--- src/rpss_defs.svh ---
// Constants of the ramp phase and spread-spectrum configuration block.
// Assumes a single 200 MHz clock and an AXI4-Lite master with 32-bit data.
`ifndef RPSS_DEFS_SVH
`define RPSS_DEFS_SVH

// ----------------------------------------------------------------
// Register indices (byte address is four times the index)
// ----------------------------------------------------------------
`define RPSS_IDX_OPCOND 8'h68
`define RPSS_IDX_MUTE 8'h69
`define RPSS_IDX_PHASE 8'h6A
`define RPSS_IDX_SSA 8'h6B
`define RPSS_IDX_SSB 8'h6C
`define RPSS_IDX_DIV 8'h6D
`define RPSS_IDX_STEP 8'h6E
`define RPSS_IDX_AMPB 8'h6F
`define RPSS_IDX_IRQ_STAT 8'h80
`define RPSS_IDX_IRQ_CLR 8'h81
`define RPSS_IDX_IRQ_EN 8'h82

// ----------------------------------------------------------------
// Reset values
// ----------------------------------------------------------------
`define RPSS_RST_ZERO 8'h00
`define RPSS_RST_DIV 8'hA0
`define RPSS_RST_STEP 8'h11
`define RPSS_RST_AMPB 8'h24
`define RPSS_RST_IRQ 4'h0

// ----------------------------------------------------------------
// Field positions
// ----------------------------------------------------------------
`define RPSS_PH_SEL 3:2
`define RPSS_SYNC_SEL 1
`define RPSS_SYNC_EN 0
`define RPSS_PRE_DIV 5
`define RPSS_MANUAL 4
`define RPSS_RDM_EN 1
`define RPSS_TRI_EN 0
`define RPSS_DITHER 6:4
`define RPSS_TRI_CTRL 3:0
`define RPSS_FALL 7:4
`define RPSS_RISE 3:0
`define RPSS_AMP 6:5
`define RPSS_PERIOD 4:0
`define RPSS_MUTE_R 1
`define RPSS_MUTE_L 0
`define RPSS_EVT 3:0

// ----------------------------------------------------------------
// Codes and event bits
// ----------------------------------------------------------------
`define RPSS_OP_PLAY 8'h03
`define RPSS_OP_MAX 8'h03
`define RPSS_EV_MUTE_L 0
`define RPSS_EV_MUTE_R 1
`define RPSS_EV_STATE 2
`define RPSS_EV_SYNC 3
`define RPSS_RESP_OKAY 2'h0
`define RPSS_RESP_SLVERR 2'h2

`endif

--- src/rpss_pkg.sv ---
// Types of the ramp phase and spread-spectrum configuration block.
// Assumes nothing beyond a SystemVerilog compiler.
`default_nettype none
package rpss_pkg;
    // Settings that steer the ramp generator, after mode selection
    typedef struct packed {
        logic [1:0] phase;
        logic sync_internal;
        logic sync_enable;
        logic manual_mode;
        logic pre_div2;
        logic triangle_enable;
        logic random_spread_enable;
        logic [3:0] triangle_ctrl;
        logic [2:0] dither_amount;
        logic [7:0] ramp_divisor;
        logic [3:0] triangle_fall_step;
        logic [3:0] triangle_rise_step;
        logic [1:0] ramp_amplitude;
        logic [4:0] triangle_period_limit;
    } rpss_ramp_cfg_t;

    typedef struct packed {
        logic left_silence_flag;
        logic right_silence_flag;
    } rpss_mute_t;
endpackage
`default_nettype wire

--- src/rpss_top.sv ---
// Ramp phase, phase sync and spread-spectrum setup with state reports.
// Assumes operating state, mute flags and internal sync tick come from
// logic on CLOCK; the sync pin is asynchronous and gets synchronised.
//
// Decided for this implementation: the AXI4-Lite interface to the registers.
`include "rpss_defs.svh"
`default_nettype none
module rpss_top #(
    parameter int AW = 12
) (
    input wire logic CLOCK,
    input wire logic RST_N,
    // AXI4-Lite slave
    input wire logic [AW-1:0] S_AXI_AWADDR,
    input wire logic [2:0] S_AXI_AWPROT,
    input wire logic S_AXI_AWVALID,
    output logic S_AXI_AWREADY,
    input wire logic [31:0] S_AXI_WDATA,
    input wire logic [3:0] S_AXI_WSTRB,
    input wire logic S_AXI_WVALID,
    output logic S_AXI_WREADY,
    output logic [1:0] S_AXI_BRESP,
    output logic S_AXI_BVALID,
    input wire logic S_AXI_BREADY,
    input wire logic [AW-1:0] S_AXI_ARADDR,
    input wire logic [2:0] S_AXI_ARPROT,
    input wire logic S_AXI_ARVALID,
    output logic S_AXI_ARREADY,
    output logic [31:0] S_AXI_RDATA,
    output logic [1:0] S_AXI_RRESP,
    output logic S_AXI_RVALID,
    input wire logic S_AXI_RREADY,
    // Device status
    input wire logic [7:0] OPERATING_CONDITION_CODE,
    input wire rpss_pkg::rpss_mute_t SILENCE_FLAGS,
    input wire logic INTERNAL_SYNC_TICK,
    input wire logic SYNC_PIN,
    // Ramp generator control
    output rpss_pkg::rpss_ramp_cfg_t RAMP_CFG,
    output logic RAMP_SYNC_PULSE,
    output logic IRQ
);

    // ------------------------------------------------------------
    // Address decode
    // ------------------------------------------------------------
    function automatic logic [AW-1:0] byte_addr(input logic [7:0] idx);
        byte_addr = AW'({idx, 2'b00});
    endfunction

    // Byte offset ignored: every register is one aligned word
    function automatic logic hit(input logic [AW-1:0] addr, input logic [7:0] idx);
        logic [AW-1:0] base;
        base = byte_addr(idx);
        hit = (addr[AW-1:2] == base[AW-1:2]);
    endfunction

    // ------------------------------------------------------------
    // Register storage
    // ------------------------------------------------------------
    logic [7:0] phase_q;
    logic [7:0] ssa_q;
    logic [7:0] ssb_q;
    logic [7:0] div_q;
    logic [7:0] step_q;
    logic [7:0] ampb_q;
    logic [3:0] irq_stat_q;
    logic [3:0] irq_stat_d;
    logic [3:0] irq_en_q;
    logic [7:0] op_code_q;
    logic [1:0] mute_q;

    // ------------------------------------------------------------
    // Write channel
    // ------------------------------------------------------------
    logic aw_held_q;
    logic w_held_q;
    logic awready_q;
    logic wready_q;
    logic [AW-1:0] awaddr_q;
    logic [7:0] wbyte_q;
    logic wlane_q;
    logic bvalid_q;
    logic [1:0] bresp_q;
    // Ready is offered one cycle after valid so that it comes from a flop
    wire aw_offer = S_AXI_AWVALID && !aw_held_q && !bvalid_q && !awready_q;
    wire w_offer = S_AXI_WVALID && !w_held_q && !bvalid_q && !wready_q;
    wire aw_take = S_AXI_AWVALID && awready_q;
    wire w_take = S_AXI_WVALID && wready_q;
    wire do_write = aw_held_q && w_held_q && !bvalid_q;
    wire wr_en = do_write && wlane_q;
    wire wr_phase = wr_en && hit(awaddr_q, `RPSS_IDX_PHASE);
    wire wr_ssa = wr_en && hit(awaddr_q, `RPSS_IDX_SSA);
    wire wr_ssb = wr_en && hit(awaddr_q, `RPSS_IDX_SSB);
    wire wr_div = wr_en && hit(awaddr_q, `RPSS_IDX_DIV);
    wire wr_step = wr_en && hit(awaddr_q, `RPSS_IDX_STEP);
    wire wr_ampb = wr_en && hit(awaddr_q, `RPSS_IDX_AMPB);
    wire wr_clr = wr_en && hit(awaddr_q, `RPSS_IDX_IRQ_CLR);
    wire wr_ien = wr_en && hit(awaddr_q, `RPSS_IDX_IRQ_EN);
    wire w_mapped = hit(awaddr_q, `RPSS_IDX_OPCOND) || hit(awaddr_q, `RPSS_IDX_MUTE)
        || hit(awaddr_q, `RPSS_IDX_PHASE) || hit(awaddr_q, `RPSS_IDX_SSA)
        || hit(awaddr_q, `RPSS_IDX_SSB) || hit(awaddr_q, `RPSS_IDX_DIV)
        || hit(awaddr_q, `RPSS_IDX_STEP) || hit(awaddr_q, `RPSS_IDX_AMPB)
        || hit(awaddr_q, `RPSS_IDX_IRQ_STAT) || hit(awaddr_q, `RPSS_IDX_IRQ_CLR)
        || hit(awaddr_q, `RPSS_IDX_IRQ_EN);

    always_ff @(posedge CLOCK) begin
        if (!RST_N) begin
            aw_held_q <= 1'b0;
            awready_q <= 1'b0;
            awaddr_q <= '0;
        end else begin
            awready_q <= aw_offer;
            if (aw_take) begin
                aw_held_q <= 1'b1;
                awaddr_q <= S_AXI_AWADDR;
            end else if (do_write) begin
                aw_held_q <= 1'b0;
            end
        end
    end

    always_ff @(posedge CLOCK) begin
        if (!RST_N) begin
            w_held_q <= 1'b0;
            wready_q <= 1'b0;
            wbyte_q <= `RPSS_RST_ZERO;
            wlane_q <= 1'b0;
        end else begin
            wready_q <= w_offer;
            if (w_take) begin
                w_held_q <= 1'b1;
                wbyte_q <= S_AXI_WDATA[7:0];
                wlane_q <= S_AXI_WSTRB[0];
            end else if (do_write) begin
                w_held_q <= 1'b0;
            end
        end
    end

    // Response waits for both halves, in whichever order they came
    always_ff @(posedge CLOCK) begin
        if (!RST_N) begin
            bvalid_q <= 1'b0;
            bresp_q <= `RPSS_RESP_OKAY;
        end else if (do_write) begin
            bvalid_q <= 1'b1;
            bresp_q <= w_mapped ? `RPSS_RESP_OKAY : `RPSS_RESP_SLVERR;
        end else if (S_AXI_BREADY) begin
            bvalid_q <= 1'b0;
        end
    end

    // ------------------------------------------------------------
    // Configuration registers
    // ------------------------------------------------------------
    // Reserved bits are kept so software reads back what it wrote
    always_ff @(posedge CLOCK) begin
        if (!RST_N) begin
            phase_q <= `RPSS_RST_ZERO;
            ssa_q <= `RPSS_RST_ZERO;
            ssb_q <= `RPSS_RST_ZERO;
        end else begin
            if (wr_phase) begin
                phase_q <= wbyte_q;
            end
            if (wr_ssa) begin
                ssa_q <= wbyte_q;
            end
            if (wr_ssb) begin
                ssb_q <= wbyte_q;
            end
        end
    end

    always_ff @(posedge CLOCK) begin
        if (!RST_N) begin
            div_q <= `RPSS_RST_DIV;
            step_q <= `RPSS_RST_STEP;
            ampb_q <= `RPSS_RST_AMPB;
        end else begin
            if (wr_div) begin
                div_q <= wbyte_q;
            end
            if (wr_step) begin
                step_q <= wbyte_q;
            end
            if (wr_ampb) begin
                ampb_q <= wbyte_q;
            end
        end
    end

    always_ff @(posedge CLOCK) begin
        if (!RST_N) begin
            irq_en_q <= `RPSS_RST_IRQ;
        end else if (wr_ien) begin
            irq_en_q <= wbyte_q[`RPSS_EVT];
        end
    end

    // ------------------------------------------------------------
    // Status capture and events
    // ------------------------------------------------------------
    logic sync_meta_q;
    logic sync_pin_q;
    logic sync_pin_d1_q;
    logic sync_pulse_q;
    logic irq_q;
    wire pin_rise = sync_pin_q && !sync_pin_d1_q;
    wire sync_src = phase_q[`RPSS_SYNC_SEL] ? INTERNAL_SYNC_TICK : pin_rise;
    wire sync_fire = phase_q[`RPSS_SYNC_EN] && sync_src;
    wire state_change = (OPERATING_CONDITION_CODE != op_code_q);
    wire [3:0] events = {sync_fire, state_change,
        SILENCE_FLAGS.right_silence_flag && !mute_q[`RPSS_MUTE_R],
        SILENCE_FLAGS.left_silence_flag && !mute_q[`RPSS_MUTE_L]};
    wire [3:0] clr_mask = wr_clr ? wbyte_q[`RPSS_EVT] : 4'h0;
    // New events beat a simultaneous clear
    assign irq_stat_d = (irq_stat_q & ~clr_mask) | events;

    // Two flops before anything reads the pin; the third only finds the edge
    always_ff @(posedge CLOCK) begin
        if (!RST_N) begin
            sync_meta_q <= 1'b0;
            sync_pin_q <= 1'b0;
            sync_pin_d1_q <= 1'b0;
        end else begin
            sync_meta_q <= SYNC_PIN;
            sync_pin_q <= sync_meta_q;
            sync_pin_d1_q <= sync_pin_q;
        end
    end

    always_ff @(posedge CLOCK) begin
        if (!RST_N) begin
            sync_pulse_q <= 1'b0;
            op_code_q <= `RPSS_RST_ZERO;
            mute_q <= 2'h0;
            irq_stat_q <= `RPSS_RST_IRQ;
            irq_q <= 1'b0;
        end else begin
            sync_pulse_q <= sync_fire;
            op_code_q <= OPERATING_CONDITION_CODE;
            mute_q[`RPSS_MUTE_R] <= SILENCE_FLAGS.right_silence_flag;
            mute_q[`RPSS_MUTE_L] <= SILENCE_FLAGS.left_silence_flag;
            irq_stat_q <= irq_stat_d;
            // Level output follows the status as it is written
            irq_q <= |(irq_stat_d & irq_en_q);
        end
    end

    // ------------------------------------------------------------
    // Ramp settings after mode selection
    // ------------------------------------------------------------
    wire manual = ssa_q[`RPSS_MANUAL];
    wire in_play = (op_code_q == `RPSS_OP_PLAY);
    rpss_pkg::rpss_ramp_cfg_t cfg_d;
    rpss_pkg::rpss_ramp_cfg_t cfg_q;

    // Phase frozen during play so a running ramp never jumps
    // phase select
    assign cfg_d.phase = in_play ? cfg_q.phase : phase_q[`RPSS_PH_SEL];
    assign cfg_d.sync_internal = phase_q[`RPSS_SYNC_SEL];
    assign cfg_d.sync_enable = phase_q[`RPSS_SYNC_EN];
    assign cfg_d.manual_mode = manual;
    // divide by two only in manual
    assign cfg_d.pre_div2 = manual && ssa_q[`RPSS_PRE_DIV];
    assign cfg_d.triangle_enable = ssa_q[`RPSS_TRI_EN];
    assign cfg_d.random_spread_enable = ssa_q[`RPSS_RDM_EN];
    assign cfg_d.triangle_ctrl = ssb_q[`RPSS_TRI_CTRL];
    assign cfg_d.dither_amount = ssb_q[`RPSS_DITHER];
    // Automatic mode runs on the default manual values
    wire [7:0] step_dflt = `RPSS_RST_STEP;
    wire [7:0] ampb_dflt = `RPSS_RST_AMPB;
    assign cfg_d.ramp_divisor = manual ? div_q : `RPSS_RST_DIV;
    assign cfg_d.triangle_fall_step = manual ? step_q[`RPSS_FALL] : step_dflt[`RPSS_FALL];
    assign cfg_d.triangle_rise_step = manual ? step_q[`RPSS_RISE] : step_dflt[`RPSS_RISE];
    assign cfg_d.ramp_amplitude = manual ? ampb_q[`RPSS_AMP] : ampb_dflt[`RPSS_AMP];
    assign cfg_d.triangle_period_limit = manual ? ampb_q[`RPSS_PERIOD] : ampb_dflt[`RPSS_PERIOD];

    always_ff @(posedge CLOCK) begin
        if (!RST_N) begin
            cfg_q <= '0;
        end else begin
            // only named fields reach the ramp
            cfg_q <= cfg_d;
        end
    end

    // ------------------------------------------------------------
    // Read channel
    // ------------------------------------------------------------
    logic arready_q;
    logic rvalid_q;
    logic [7:0] rdata_q;
    logic [1:0] rresp_q;
    // Data is fetched at the address handshake, so RVALID never leads it
    wire ar_offer = S_AXI_ARVALID && !rvalid_q && !arready_q;
    wire ar_hs = S_AXI_ARVALID && arready_q;
    wire [AW-1:0] ra = S_AXI_ARADDR;
    wire r_opc = hit(ra, `RPSS_IDX_OPCOND);
    wire r_mute = hit(ra, `RPSS_IDX_MUTE);
    wire r_ph = hit(ra, `RPSS_IDX_PHASE);
    wire r_ssa = hit(ra, `RPSS_IDX_SSA);
    wire r_ssb = hit(ra, `RPSS_IDX_SSB);
    wire r_div = hit(ra, `RPSS_IDX_DIV);
    wire r_step = hit(ra, `RPSS_IDX_STEP);
    wire r_ampb = hit(ra, `RPSS_IDX_AMPB);
    wire r_ist = hit(ra, `RPSS_IDX_IRQ_STAT);
    wire r_clr = hit(ra, `RPSS_IDX_IRQ_CLR);
    wire r_ien = hit(ra, `RPSS_IDX_IRQ_EN);
    wire r_mapped = r_opc || r_mute || r_ph || r_ssa || r_ssb || r_div || r_step
        || r_ampb || r_ist || r_clr || r_ien;
    // Clear register is write-only and reads as zero
    wire [7:0] rsel = ({8{r_opc}} & op_code_q)
        | ({8{r_mute}} & {6'h00, mute_q})
        | ({8{r_ph}} & phase_q)
        | ({8{r_ssa}} & ssa_q)
        | ({8{r_ssb}} & ssb_q)
        | ({8{r_div}} & div_q)
        | ({8{r_step}} & step_q)
        | ({8{r_ampb}} & ampb_q)
        | ({8{r_ist}} & {4'h0, irq_stat_q})
        | ({8{r_ien}} & {4'h0, irq_en_q});

    always_ff @(posedge CLOCK) begin
        if (!RST_N) begin
            arready_q <= 1'b0;
            rvalid_q <= 1'b0;
            rdata_q <= `RPSS_RST_ZERO;
            rresp_q <= `RPSS_RESP_OKAY;
        end else begin
            arready_q <= ar_offer;
            if (ar_hs) begin
                rvalid_q <= 1'b1;
                rdata_q <= rsel;
                rresp_q <= r_mapped ? `RPSS_RESP_OKAY : `RPSS_RESP_SLVERR;
            end else if (S_AXI_RREADY) begin
                rvalid_q <= 1'b0;
            end
        end
    end

    // ------------------------------------------------------------
    // Outputs
    // ------------------------------------------------------------
    assign S_AXI_AWREADY = awready_q;
    assign S_AXI_WREADY = wready_q;
    assign S_AXI_BVALID = bvalid_q;
    assign S_AXI_BRESP = bresp_q;
    assign S_AXI_ARREADY = arready_q;
    assign S_AXI_RVALID = rvalid_q;
    assign S_AXI_RDATA = {24'h000000, rdata_q};
    assign S_AXI_RRESP = rresp_q;
    assign RAMP_CFG = cfg_q;
    assign RAMP_SYNC_PULSE = sync_pulse_q;
    assign IRQ = irq_q;

endmodule
`default_nettype wire

--- config.mk ---
export PLATFORM = sky130hd
export DESIGN_NAME = rpss_top
export DESIGN_NICKNAME = d
export VERILOG_FILES = /design/src/rpss_pkg.sv /design/src/rpss_top.sv
export VERILOG_INCLUDE_DIRS = /design/src /design/src/src
export SDC_FILE = /design/constraint.sdc
export NUM_CORES = 1
export LEC_CHECK = 0
export BUFFER_PORTS_ARGS = -buffer_cell sky130_fd_sc_hd__buf_2
export CAP_MARGIN = 20
export CORE_MARGIN = 3
export CORE_UTILIZATION = 50
export CTS_CLUSTER_SIZE = 28
export DETAILED_ROUTE_END_ITERATION = 16
export HOLD_SLACK_MARGIN = 0.1
export PLACE_DENSITY = 0.77
export SLEW_MARGIN = 20
export SYNTH_ARGS = -nofsm -noshare
export SYNTH_HDL_FRONTEND = slang
export SYNTH_SLANG_ARGS = --single-unit
--- constraint.sdc ---
create_clock -name CLOCK -period 2.9 [get_ports CLOCK]
set_clock_uncertainty 0.15 [all_clocks]
set_input_delay 0.58 -clock CLOCK [delete_from_list [all_inputs] [get_ports CLOCK]]
set_output_delay 0.58 -clock CLOCK [all_outputs]
set_load 0.05 [all_outputs]
==> flow_summary.toml, run 1 <==
[floorplan]
dieArea_mm2 = 0.01307
rows = 38
initial_core_util_pct = 52.51
die_x_um = 114.3
dieHeight_um = 114.3
pin_count = 166
core_area_mm2 = 0.01117

[hold_path]
holdPathStages = 2
min_to = "sync_meta_q"
hp-class = "input pin to flip-flop"
min-delay-start = "SYNC_PIN"

[global_routing]
overflow = 0
grt_max_degree = 34
track_usage_pct = 23.68
first_global_vias = 4844
grt_pass1_wl_um = 24270
antenna_found_initial = 0

[placed_design]
place_inst = 880
gp_congestion = 0.8950
portBuffers = 102
hpwl_um = 10750
place_ws_ns = 0.3535

[finish]
register_area_mm2 = 0.002903
area_growth_pct = 18.72
final-instance-count-excl-fill = 912
multi_input_area_mm2 = 0.002664
final_nets = 844
final_core_util_pct = 62.34
diodes = 0
final_layout_size_suffix_gt1_share_pct = 21.50
fillers = 923

[worst_setup_path]
cp-start-kind = "flip-flop"
cp-end-kind = "flip-flop"
critPathArrivalTime_ns = 2.62
cp_max_fo = 6
path_class = "flip-flop to flip-flop"
startpoint = "w_held_q"
rr_startpoint = "w_held_q"
timing.rr.end = "IRQ"
crit_required_ns = 3.04
r2r_slack_ns = 0.43
reg2regPathDepth = 5

[yosys]
synth_ff_type = "dfxtp_1"
synth_cell_types = 52
synth-edff-count = 0
yosysWarningCount = 0
syn_area_mm2 = 0.005867
seq_area_frac_synth_pct = 49.48
syn_avg_cell_area_um2 = 8.849
synthCells = 663
async_reset_ff_share_pct = 0
ys_ff_latch = 145

[timing]
worstMarginPinSlew_ns = 0.7211
max_freq_mhz = 404.2
timing.final.crit_share_pct = 85.31
finalSetupViolCount = 0
setup_ws_ns = 0.4261
hold_viol_final = 0
min_period_ns = 2.474
drv_slew = 0
relSlewSlack_pct = 51.75
tns_ns = 0
grt_setup_unrepaired = "no"

[run_status]
status = "finished clean"

[power]
leakagePower_nw = 3.017
peakVddDrop_mv = 0.3490
p_per_area_mw_per_mm2 = 635.0

[drt]
drc = 0
ant_nets = 0
drtIter0Drc = 439
via_per_inst = 5.511
drt_first_pass_iters = 6
vias = 5026
routedWlPerCell_um = 16.60
wl_um = 15140

[clocking]
cts_tree = "built"
cts_root_buffer = "clkbuf_16"
cts_buffers = 17
htree_levels = 4
cts_hold_buffers = 0
clock_sinks = 145
clk_pin_slew_worst_paths_ns = 0.07
cts-resized-gates = 0
insertion_delay_ns = 0.42
cts_setup_buffers = 0
cts_buffer_depth = 2

[run]
maxCapViolCount = 0
## critical path: stages (launching register included)
cell	delay, ns
dfxtp_1	0.43
nor4b_1	0.52
nand4_1	0.28
a211oi_1	0.37
nor2_1	0.11
or4_1	0.47
## cells in the mapped netlist (all sizes together), types with 2 or more instances
cell type,n,share of area [%]
nand3,25,2.1
nor2,38,2.4
dfxtp,145,49
mux2,6,1.2
a31oi,5,0.53
xnor2,8,1.2
nor3,4,0.34
nor2b,8,0.85
buf,28,3.5
clkbuf,37,2.4
a221oi,3,0.45
nor4bb,3,0.51
a21oi,63,5.4
a41oi,2,0.30
nand2b,5,0.53
a32oi,2,0.30
mux2i,26,4.4
o211ai,5,0.64
and4b,2,0.34
nand2,110,7.0
and3,23,2.5
o211a,2,0.34
inv,14,0.90
nor4b,5,0.75
and2,30,3.2
a22oi,5,0.64
or4b,2,0.41
mux4,3,1.2
and3b,2,0.30
a21o,2,0.26
nor4,4,1.0
nand4,5,0.53
o21ai,28,2.4
## cell type report
type	count	area share, %
Clock buffer	17	6.107
Clock inverter	15	1.760
Multi-Input combinational cell	464	38.24
Timing Repair Buffer	117	8.946
Sequential cell	145	41.67
Inverter	14	0.7544
Tap cell	140	2.515
## per-layer routing
metal | vias to the layer above | GRT usage, % | routed length, µm
met4 | 0 | 10.69 | 419
met3 | 34 | 5.761 | 1036
met1 | 2336 | 29.37 | 6391
met5 | - | 0 | 0
li1 | 2419 | - | -
met2 | 237 | 39.03 | 7295
## cells by family after synthesis
kind of cell              count (synthesis)  share of synthesized area (%)
AOI/OAI and AO/OA                       125                          12.35
DFF                                     145                          49.48
muxes                                    35                          6.739
buffers and inverters                    79                          6.718
other                                     1                        0.06392
xor gates and xnor gates                  8                          1.194
and+or+nand+nor                         270                          23.46
## worst max path at each step
| stage | endpoint | cells after the start |
|---|---|---|
| 3_3_place_gp | rdata_q[2] | 6 |
| 6_report | IRQ | 5 |
| 3_5_place_dp | rdata_q[2] | 6 |
| 4_1_cts | IRQ | 5 |
| 5_1_grt | IRQ | 5 |
| 2_1_floorplan | IRQ | 5 |
## placed cells by master, fill, tap and decap left out, drive strengths merged, types with 6 or more instances in the layout
master,n
a21oi,63
and2,30
and3,23
buf,117
clkbuf,17
clkinv,6
conb,26
dfxtp,145
inv,22
mux2,6
mux2i,26
nand2,110
nand3,25
nor2,38
nor2b,8
o21ai,28
xnor2,8
## report_power, final
part | total (mW) | leakage [nW] | internal, mW | switching, mW
registers | 2.06 | 1.18 | 2.03 | 0.0327
clock network | 2.02 | 0.274 | 1.12 | 0.905
logic | 0.339 | 1.57 | 0.0909 | 0.248
total | 4.42 | 3.02 | 3.24 | 1.19
## registers in the layout, summed over array words and instances, names as in the netlist, 2 cells and up
signal / cells
irq_en_q: 4
RAMP_CFG: 38
rdata_q: 8
phase_q: 8
ampb_q: 8
irq_stat_q: 4
ssb_q: 8
ssa_q: 8
mute_q: 2
div_q: 8
step_q: 8
wbyte_q: 8
op_code_q: 8
awaddr_q: 10
## per-stage QoR
stage                     power [mW]  hold WS, ns  area (µm²)
after CTS                      4.440       0.2136        6965
after floorplan                2.372       0.2619        5961
after global placement         2.431       0.2672        6417
final                          4.423       0.2198        6965
after global routing           4.554       0.2203        6965
after detailed placement       2.438       0.2815        6417
Power figures use the tool's default switching activity.
==> run 2: changes to the inputs <==
--- a/config.mk
+++ b/config.mk
@@ -8,6 +8,7 @@
 export LEC_CHECK = 0
 export BUFFER_PORTS_ARGS = -buffer_cell sky130_fd_sc_hd__buf_2
 export CAP_MARGIN = 20
+export CORE_ASPECT_RATIO = 1.4
 export CORE_MARGIN = 3
 export CORE_UTILIZATION = 50
 export CTS_CLUSTER_SIZE = 28
==> run 2 against run 1 <==
Core utilization is 0.37 points lower. Total power is 6.0% higher. Cell count is 0.44% higher. Count of clock-buffer cells in the layout is 2 higher. Wire length is 5.8% higher. Setup slack better by 0.027 ns. Global-route usage is 1.1 points higher. Non-clock buffer count stayed put. Sequential power hardly changed. Critical path depth stayed put. Via count is 1.3% higher. Fmax is 1.1% higher. Critical path type unchanged. Largest cell class unchanged.
==> flow_summary.toml, run 2 (same netlist as run 1, synthesis figures left out) <==
[run_status]
status = "finished clean"

[drt]
drc = 0
ant_nets = 0
via_per_inst = 5.559
wl_um = 16020
vias = 5092
drtIter0Drc = 308
drt_first_pass_iters = 4
routedWlPerCell_um = 17.49

[global_routing]
antenna_found_initial = 0
grt_pass1_wl_um = 25520
track_usage_pct = 24.78
first_global_vias = 5084
overflow = 0
grt_max_degree = 73

[placed_design]
gp_congestion = 0.9465
portBuffers = 102
hpwl_um = 11470

[timing]
tns_ns = 0
hold_viol_final = 0
drv_slew = 0
max_freq_mhz = 408.6
min_period_ns = 2.447
worstMarginPinSlew_ns = 0.7593
finalSetupViolCount = 0
relSlewSlack_pct = 49.31
timing.final.crit_share_pct = 84.39
grt_setup_unrepaired = "no"

[clocking]
cts_buffers = 17
cts_tree = "built"
cts_hold_buffers = 0
clk_pin_slew_worst_paths_ns = 0.06
clock_sinks = 145
cts_buffer_depth = 2
cts_root_buffer = "clkbuf_16"
htree_levels = 4
cts_setup_buffers = 0
cts-resized-gates = 0
insertion_delay_ns = 0.42

[finish]
area_growth_pct = 20.37
largest_reg_flops = 38
diodes = 0
final_core_util_pct = 61.97
final_cell_mix = "dfxtp_1, nand2_1, buf_2, a21oi_1, nor2_1"
final_layout_size_suffix_gt1_share_pct = 21.50
final_nets = 844
layout_commonest_cell = "dfxtp_1"

[worst_setup_path]
critPathArrivalTime_ns = 2.59
cp-end-kind = "flip-flop"
path_class = "flip-flop to flip-flop"
worstPathCellList = "nor4bb_1, a41oi_1, o31a_1, and2_1, or4_1"
max_stage_delay_ns = 0.55
cp-start-kind = "flip-flop"
crit_required_ns = 3.04
cp_max_fo = 6
crit_path_top_delay_cell = "nor4bb_1"

[run]
maxCapViolCount = 0

[floorplan]
initial_core_util_pct = 51.48
rows = 46
die_x_um = 97.55
dieHeight_um = 134.2
dieArea_mm2 = 0.01309
pin_count = 166
core_area_mm2 = 0.01140

[power]
peakVddDrop_mv = 0.4173
p_per_area_mw_per_mm2 = 663.8
leakagePower_nw = 3.050

[hold_path]
hp-class = "input pin to flip-flop"
[run 2: cell count changes in the layout (fill, tap and decap cells not counted), sizes merged]
cell / change
clkinvlp: +1
inv: -4
clkinv: -2
bufinv: +3
clkbuf: +2
[run 2: worst max-delay path, delay by kind of cell (launching register included)]
kind / cells / cell delay [ns]
AOI/OAI and AO/OA: 2 / 0.56
DFF: 1 / 0.40
and+or+nand+nor: 3 / 1.21
[run 2: area by class of cell]
type | instances | area, µm²
Clock buffer | 19 | 452.9
Inverter | 14 | 52.55
Multi-Input combinational cell | 464 | 2664
Clock inverter | 13 | 173.9
Sequential cell | 145 | 2903
Fill cell | 990 | 4334
Tap cell | 144 | 180.2
Timing Repair Buffer | 117 | 635.6
[run 2: final timing paths]
path	from	to	slack, ns	cells after the start
setup / recovery	aw_held_q	IRQ	0.45	5
hold reg to reg	sync_meta_q	sync_pin_q	0.29	1
setup reg to reg	aw_held_q	IRQ	0.45	5
hold / removal	SYNC_PIN	sync_meta_q	0.23	2
[run 2: where the power goes]
part | switching [mW] | internal (mW) | leakage [nW]
Combinational | 0.254 | 0.0923 | 1.57
Clock | 0.867 | 1.41 | 0.302
Sequential | 0.0322 | 2.03 | 1.18
[run 2: through the flow]
stage	setup slack (ns)	area (µm²)	instances	hold WS [ns]	power [mW]
after floorplan	0.4425	5961	688	0.2619	2.372
after global placement	0.5185	6435	884	0.2712	2.437
after detailed placement	0.4328	6435	884	0.2693	2.445
after CTS	0.4109	7062	916	0.2101	4.713
after global routing	0.2535	7062	916	0.2156	4.829
final	0.4528	7062	916	0.2254	4.688
[run 2: metal layers]
layer / track usage (%) / wire length, µm / up-vias
li1: - / - / 2425
met1: 25.99 / 5887 / 2397
met2: 45.19 / 8482 / 217
met3: 6.035 / 936 / 53
met4: 13.47 / 718 / 0
met5: 0 / 0 / -
